### config.mk
export PLATFORM = sky130hd
export DESIGN_NAME = dsfr_regs
export DESIGN_NICKNAME = d
export VERILOG_FILES = /design/src/core/dsfr_pkg.sv /design/src/core/dsfr_fb_phase.sv /design/src/core/dsfr_regs.sv
export SDC_FILE = /design/constraint.sdc
export NUM_CORES = 1
export LEC_CHECK = 0
export CAP_MARGIN = 20
export CORE_MARGIN = 4
export CORE_UTILIZATION = 35
export DETAILED_ROUTE_END_ITERATION = 8
export DONT_BUFFER_PORTS = 1
export GPL_TIMING_DRIVEN = 1
export SLEW_MARGIN = 25
export SYNTH_ARGS = -nofsm -noshare
export SYNTH_HDL_FRONTEND = slang
export SYNTH_SLANG_ARGS = --single-unit
### constraint.sdc
create_clock -name clock -period 4.15 [get_ports clock]
set_input_delay 0.83 -clock clock [delete_from_list [all_inputs] [get_ports clock]]
set_output_delay 0.83 -clock clock [all_outputs]
set_load 0.01 [all_outputs]
### src/core/dsfr_pkg.sv
// Constants and types for the loop status and feedback register slice.
package dsfr_pkg;
  // ****************************************
  // Register map
  // ****************************************
  localparam logic [7:0] ADDR_FLAGS  = 8'h44;
  localparam logic [7:0] ADDR_FB     = 8'h45;
  localparam logic [7:0] ADDR_PWR    = 8'h46;
  localparam logic [7:0] ADDR_PML0   = 8'h47;
  localparam logic [7:0] ADDR_PML1   = 8'h48;
  localparam logic [7:0] RST_FLAGS   = 8'h00;
  localparam logic [7:0] RST_FB      = 8'h00;
  localparam logic [7:0] RST_PWR     = 8'hff;
  localparam logic [7:0] RST_PML     = 8'h0a;
  localparam logic [7:0] RDATA_NONE  = 8'h00;
  // ****************************************
  // Field positions
  // ****************************************
  localparam int FLAG_HOLD0  = 0;
  localparam int FLAG_LOCK0  = 1;
  localparam int FLAG_HOLD1  = 2;
  localparam int FLAG_LOCK1  = 3;
  localparam logic [7:0] FLAG_MASK = 8'h0f;
  localparam int FB_LOOP     = 0;
  localparam int FB_SRC_LO   = 2;
  localparam int FB_SRC_HI   = 3;
  localparam int FB_ON       = 7;
  localparam logic [7:0] FB_MASK = 8'h8d;
  localparam int MODE_FB_ON  = 5;
  // Phase memory codes for typical limits.
  localparam logic [7:0] PML_10US  = 8'h00;
  localparam logic [7:0] PML_100US = 8'h20;
  localparam logic [7:0] PML_1MS   = 8'h40;
  // ****************************************
  // Feedback phase datapath
  // ****************************************
  localparam int PHW   = 16;
  localparam int NREF  = 4;
  localparam int NLOOP = 2;
  localparam logic [PHW-1:0] PHASE_ZERO = 16'h0000;
  typedef logic [PHW-1:0] dsfr_phase_t;
endpackage

### src/core/dsfr_fb_phase.sv
// Feedback phase measurement and per-loop phase compensation.
`timescale 1ns/100ps
module dsfr_fb_phase (
  input  wire logic                                        clock,
  input  wire logic                                        rst_n,
  input  wire logic                                        ce,
  input  wire logic                                        feedback_measure_on,
  input  wire logic                                        feedback_loop_choice,
  input  wire logic [1:0]                                  feedback_source_choice,
  input  wire logic [dsfr_pkg::NREF-1:0][dsfr_pkg::PHW-1:0] ref_phase,
  input  wire logic [dsfr_pkg::NLOOP-1:0][1:0]             loop_active_ref,
  input  wire logic [dsfr_pkg::NLOOP-1:0]                  loop_feedback_compensate_on,
  output logic      [dsfr_pkg::PHW-1:0]                    feedback_phase,
  output logic      [dsfr_pkg::NLOOP-1:0][dsfr_pkg::PHW-1:0] loop_comp_phase
);
  typedef struct packed {
    dsfr_pkg::dsfr_phase_t                             phase;
    logic [dsfr_pkg::NLOOP-1:0][dsfr_pkg::PHW-1:0]     comp;
  } dsfr_fb_state_t;

  dsfr_fb_state_t q;
  dsfr_fb_state_t d;
  logic [1:0]     main_ref;
  dsfr_pkg::dsfr_phase_t phase_d;
  logic [dsfr_pkg::NLOOP-1:0][dsfr_pkg::PHW-1:0] comp_d;

  // The chosen loop's active reference is compared with the feedback source.
  assign main_ref = loop_active_ref[feedback_loop_choice];

  // The difference is formed apart from the state copy, so that the per-loop
  // compensation does not read back through the struct that it fills.
  always_comb begin
    phase_d = dsfr_pkg::PHASE_ZERO;
    if (feedback_measure_on) begin
      phase_d = ref_phase[main_ref] - ref_phase[feedback_source_choice];
    end
  end

  // Compensation follows each loop's own enable, not the loop chosen for measuring.
  for (genvar i = 0; i < dsfr_pkg::NLOOP; i++) begin : g_comp
    assign comp_d[i] = loop_feedback_compensate_on[i] ? phase_d : dsfr_pkg::PHASE_ZERO;
  end

  always_comb begin
    d       = q;
    d.phase = phase_d;
    d.comp  = comp_d;
  end

  always_ff @(posedge clock or negedge rst_n) begin
    if (!rst_n) begin
      q <= '0;
    end else if (ce) begin
      q <= d;
    end
  end

  assign feedback_phase  = q.phase;
  assign loop_comp_phase = q.comp;
endmodule

### src/core/dsfr_regs.sv
// Loop status flags, feedback control, output power and phase memory registers.
`timescale 1ns/100ps
module dsfr_regs (
  input  wire logic                                        clock,
  input  wire logic                                        nrst,
  input  wire logic                                        ce,
  input  wire logic [7:0]                                  reg_addr,
  input  wire logic                                        reg_wr,
  input  wire logic                                        reg_rd,
  input  wire logic [7:0]                                  reg_wdata,
  output logic      [7:0]                                  reg_rdata,
  input  wire logic                                        first_loop_holdover,
  input  wire logic                                        first_loop_locked,
  input  wire logic                                        second_loop_holdover,
  input  wire logic                                        second_loop_locked,
  input  wire logic [7:0]                                  first_loop_mode,
  input  wire logic [7:0]                                  second_loop_mode,
  input  wire logic [dsfr_pkg::NREF-1:0][dsfr_pkg::PHW-1:0] ref_phase,
  input  wire logic [dsfr_pkg::NLOOP-1:0][1:0]             loop_active_ref,
  output logic      [7:0]                                  diff_output_low_power,
  output logic      [7:0]                                  input0_phase_memory_code,
  output logic      [7:0]                                  input1_phase_memory_code,
  output logic                                             feedback_measure_on,
  output logic                                             feedback_loop_choice,
  output logic      [1:0]                                  feedback_source_choice,
  output logic      [dsfr_pkg::PHW-1:0]                    feedback_phase,
  output logic      [dsfr_pkg::NLOOP-1:0][dsfr_pkg::PHW-1:0] loop_comp_phase
);
  // ****************************************
  // State
  // ****************************************
  typedef struct packed {
    logic [7:0] flags;
    logic [7:0] fb_ctrl;
    logic [7:0] pwr;
    logic [7:0] pml0;
    logic [7:0] pml1;
    logic [7:0] rdata;
  } dsfr_regs_state_t;

  localparam dsfr_regs_state_t STATE_RST = '{
    flags:   dsfr_pkg::RST_FLAGS,
    fb_ctrl: dsfr_pkg::RST_FB,
    pwr:     dsfr_pkg::RST_PWR,
    pml0:    dsfr_pkg::RST_PML,
    pml1:    dsfr_pkg::RST_PML,
    rdata:   dsfr_pkg::RDATA_NONE
  };

  dsfr_regs_state_t q;
  dsfr_regs_state_t d;
  logic             rst_s1_q;
  logic             rst_n;
  logic [7:0]       flag_set;
  logic [dsfr_pkg::NLOOP-1:0] comp_on;

  // ****************************************
  // Reset release
  // ****************************************
  // Release is synchronised so no register leaves reset on a different edge.
  always_ff @(posedge clock or negedge nrst) begin
    if (!nrst) begin
      rst_s1_q <= 1'b0;
      rst_n    <= 1'b0;
    end else begin
      rst_s1_q <= 1'b1;
      rst_n    <= rst_s1_q;
    end
  end

  // ****************************************
  // Register logic
  // ****************************************
  // Status comes straight from the loops; no mask stands in its path.
  always_comb begin
    flag_set = 8'h00;
    flag_set[dsfr_pkg::FLAG_HOLD0] = first_loop_holdover;
    flag_set[dsfr_pkg::FLAG_LOCK0] = first_loop_locked;
    flag_set[dsfr_pkg::FLAG_HOLD1] = second_loop_holdover;
    flag_set[dsfr_pkg::FLAG_LOCK1] = second_loop_locked;
  end

  always_comb begin
    d = q;
    d.rdata = dsfr_pkg::RDATA_NONE;
    if (reg_rd) begin
      case (reg_addr)
        dsfr_pkg::ADDR_FLAGS: d.rdata = q.flags;
        dsfr_pkg::ADDR_FB:    d.rdata = q.fb_ctrl;
        dsfr_pkg::ADDR_PWR:   d.rdata = q.pwr;
        dsfr_pkg::ADDR_PML0:  d.rdata = q.pml0;
        dsfr_pkg::ADDR_PML1:  d.rdata = q.pml1;
        default:              d.rdata = dsfr_pkg::RDATA_NONE;
      endcase
    end
    // A read clears what it returned; a condition present in the same cycle sets again.
    if (reg_rd && reg_addr == dsfr_pkg::ADDR_FLAGS) begin
      d.flags = dsfr_pkg::RST_FLAGS;
    end
    d.flags = (d.flags | flag_set) & dsfr_pkg::FLAG_MASK;
    if (reg_wr) begin
      case (reg_addr)
        dsfr_pkg::ADDR_FB:   d.fb_ctrl = reg_wdata & dsfr_pkg::FB_MASK;
        dsfr_pkg::ADDR_PWR:  d.pwr = reg_wdata;
        dsfr_pkg::ADDR_PML0: d.pml0 = reg_wdata;
        dsfr_pkg::ADDR_PML1: d.pml1 = reg_wdata;
        default: ;
      endcase
    end
  end

  always_ff @(posedge clock or negedge rst_n) begin
    if (!rst_n) begin
      q <= STATE_RST;
    end else if (ce) begin
      q <= d;
    end
  end

  assign reg_rdata                = q.rdata;
  assign diff_output_low_power    = q.pwr;
  assign input0_phase_memory_code = q.pml0;
  assign input1_phase_memory_code = q.pml1;
  assign feedback_measure_on      = q.fb_ctrl[dsfr_pkg::FB_ON];
  assign feedback_loop_choice     = q.fb_ctrl[dsfr_pkg::FB_LOOP];
  assign feedback_source_choice   = q.fb_ctrl[dsfr_pkg::FB_SRC_HI:dsfr_pkg::FB_SRC_LO];

  // Mode registers live elsewhere; only the compensation bit is taken here.
  assign comp_on[0] = first_loop_mode[dsfr_pkg::MODE_FB_ON];
  assign comp_on[1] = second_loop_mode[dsfr_pkg::MODE_FB_ON];

  // ****************************************
  // Feedback phase
  // ****************************************
  dsfr_fb_phase u_fb_phase (
    .clock                       (clock),
    .rst_n                       (rst_n),
    .ce                          (ce),
    .feedback_measure_on         (feedback_measure_on),
    .feedback_loop_choice        (feedback_loop_choice),
    .feedback_source_choice      (feedback_source_choice),
    .ref_phase                   (ref_phase),
    .loop_active_ref             (loop_active_ref),
    .loop_feedback_compensate_on (comp_on),
    .feedback_phase              (feedback_phase),
    .loop_comp_phase             (loop_comp_phase)
  );
endmodule

==> summary.txt <==
Logic synthesis
  • Post-synth top flop: dfrtp_1
  • Async SR Flop Fraction: 100%
  • Most frequent cells after synthesis: dfrtp_1, o2bb2ai_1, buf_4, mux2_2, mux4_2
  • Netlist cell types: 50
  • Gate Count Post-Synth: 442
  • Largest area contributor in the netlist: dfrtp_1
  • Synth top area share: 36.2%
  • Sequential cell area fraction in the yosys report: 42.1%
  • Yosys Warn Count: 0
  • Syn Area/Cell: 12.2 µm²
  • Synth Cell Area: 5390 µm²
  • Count leader, synth: dfrtp_1
  • Synth Net Count: 568
  • #FFs+latches synth: 90
  • EDFF count, synth: 0
  • Synth area leaders: dfrtp_1, mux4_2, o2bb2ai_1

Power and ir drop
  • Pleak: 2.42 nW
  • PD cells: 364 nW/µm²
  • VDD IR max: 0.165 mV
  • Pwr Total: 0.00205 W

Critical path
  • Critical path required time: 4.34 ns
  • Crit path max fanout: 7
  • Crit path launch type: primary input
  • Arrival time of the worst setup path: 3.86 ns
  • Worst Setup End Kind: flop
  • Critical path class: primary input to flop

Global routing
  • Gr ovfl total: 0
  • First-pass GRT wire length: 21000 µm
  • Pin count of the biggest net entering global routing: 52
  • GRT Util Overall: 15.1%
  • Initial antenna violation count: 0
  • Vias in the first global route: 3699

Timing
  • RSZ-0062 raised after global routing: no
  • Fin. Hold Viols: 0
  • Final setup fails: 0
  • Worst Max-Slew Pin Slew: 0.990 ns
  • Slew Viols, Final: 0
  • Min Hold Slack: 0.197 ns
  • Worst clock skew: 0.0136 ns
  • Tcrit/Tclk final: 88.6%
  • Slew headroom: 33.8%
  • Post-Route Setup TNS: 0 ns
  • Fin crit period: 3.68 ns
  • Fmax: 272 MHz

Die
  • Die Span Y: 132 µm
  • Die Footprint: 17400 µm²
  • Die width: 132 µm
  • Io pins: 193
  • Core area: 15100 µm²
  • Initial Util: 35.6%
  • Cell Rows: 45

CTS
  • CTS max path bufs: 2
  • H-tree levels: 3
  • CTS Root Cell: clkbuf_16
  • Post-CTS setup buffers: 0
  • Clock Latency Late Sink: 0.33 ns
  • Clock-pin transition on the worst setup and hold timing paths: 0.06 ns
  • Count of clock tree sinks: 90
  • Hold Buf Count CTS: 0
  • CTS tree: yes
  • Total CTS buffers: 9
  • Post-cts resize count: 0

Detailed routing
  • Iteration-0 DRC Markers: 178
  • Drt drc: 0
  • Vias per cell: 5.96
  • Routed vias: 3565
  • Number of nets with antenna violations after routing: 0
  • Drt wl/cell: 22.6 µm
  • TritonRoute pass-1 iters: 4
  • Total wire length: 13500 µm

Run
  • MaxCap Viol Count: 0

Layout
  • Antenna cells: 0
  • Final #Nets: 531
  • Final Core Density: 37.2%
  • Share of layout cells above drive strength 1: 24.9%
  • Post-route insts no fill: 598
  • Area Growth Syn to Fin: 4.69%

Status
  • Status: completed

Placed design
  • GPL Wtd Cong: 0.861
  • Post-DP HPWL: 10400 µm
  • Placed cell count: 582
  • Port Buffers: 0

Hold path
  • Worst hold path class: primary input to async pin
[power by group]
part	switching, W	internal [W]
sequential	0.0000326	0.000896
combinational	0.000206	0.000155
clock	0.000335	0.000425
total	0.000574	0.00148
[kinds of logic after synthesis]
family / count (synthesis) / synth area share (%)
compound gates: 116 / 16.6
fa+ha+maj: 17 / 4.09
mux: 67 / 20.9
xor+xnor: 15 / 2.44
buf+inv: 83 / 8.29
other cells: 1 / 0.0696
flops: 90 / 42.1
simple gates: 53 / 5.48
[state kept, by name (all words and copies together) (netlist names)]
| name | count |
|---|---|
| feedback_source_choice | 2 |
| q | 4 |
| u_fb_phase.feedback_phase | 16 |
| u_fb_phase.loop_comp_phase | 32 |
| rst_n | 1 |
| feedback_measure_on | 1 |
| input0_phase_memory_code | 8 |
| input1_phase_memory_code | 8 |
| rst_s1_q | 1 |
| feedback_loop_choice | 1 |
| reg_rdata | 8 |
| diff_output_low_power | 8 |
[metrics by stage]
stage	worst slack (ns)	area, µm²
after global placement	0.199	5360
after detailed placement	0.126	5360
after CTS	0.472	5640
after global routing	0.263	5640
after floorplan	0.342	5390
final	0.474	5640
[cell usage in the layout, fill, tap and decap left out, types with 6 or more instances in the layout]
cell type	n
dfrtp_1	77
o2bb2ai_1	43
mux4_2	28
mux2_2	28
inv_1	22
a21oi_1	16
ha_1	16
a22o_1	13
nand2_1	12
dfstp_2	12
buf_4	12
xor2_1	9
a21o_1	9
o21ai_0	9
clkbuf_16	9
nor2_1	8
nand3_1	7
xnor2_1	6
[worst paths after layout]
| path | end | startpoint | slack, ns | depth (start not counted) |
|---|---|---|---|---|
| min | rst_n$_DFF_PN0_ | nrst | 0.20 | 0 |
| max in group asynchronous | diff_output_low_power[6]$_DFFE_PN1P_ | rst_n$_DFF_PN0_ | 2.82 | 1 |
| min reg2reg | rst_n$_DFF_PN0_ | rst_s1_q$_DFF_PN0_ | 0.36 | 0 |
| max reg2reg | u_fb_phase.loop_comp_phase[28]$_DFFE_PN0P_ | feedback_loop_choice$_DFFE_PN0P_ | 0.48 | 10 |
| min in group clock | rst_n$_DFF_PN0_ | rst_s1_q$_DFF_PN0_ | 0.36 | 0 |
| max | u_fb_phase.loop_comp_phase[28]$_DFFE_PN0P_ | loop_active_ref[2] | 0.47 | 10 |
[metal layers]
metal,track usage [%],share of wire [%],vias to the layer above
met5,0,0,-
met4,4.38,1.6,0
met3,3.32,6.9,13
met2,24.2,49,143
met1,20.5,43,1829
li1,-,-,1580
[worst max-delay path: stages]
cell	delay [ns]
mux2i_2	0.18
buf_4	0.22
mux4_1	0.62
fa_1	0.48
a21o_1	0.20
a221oi_2	0.31
nor2b_1	0.15
a221oi_1	0.42
xor2_1	0.33
o2bb2ai_1	0.11
[layout make-up]
type	instances	area (µm²)
Tap cell	188	235
Sequential cell	90	2270
Fill cell	1479	9510
Inverter	23	86.3
Multi-Input combinational cell	269	2680
Clock buffer	11	243
Timing Repair Buffer	12	90.1
Clock inverter	5	37.5
Power figures use the tool's default switching activity.
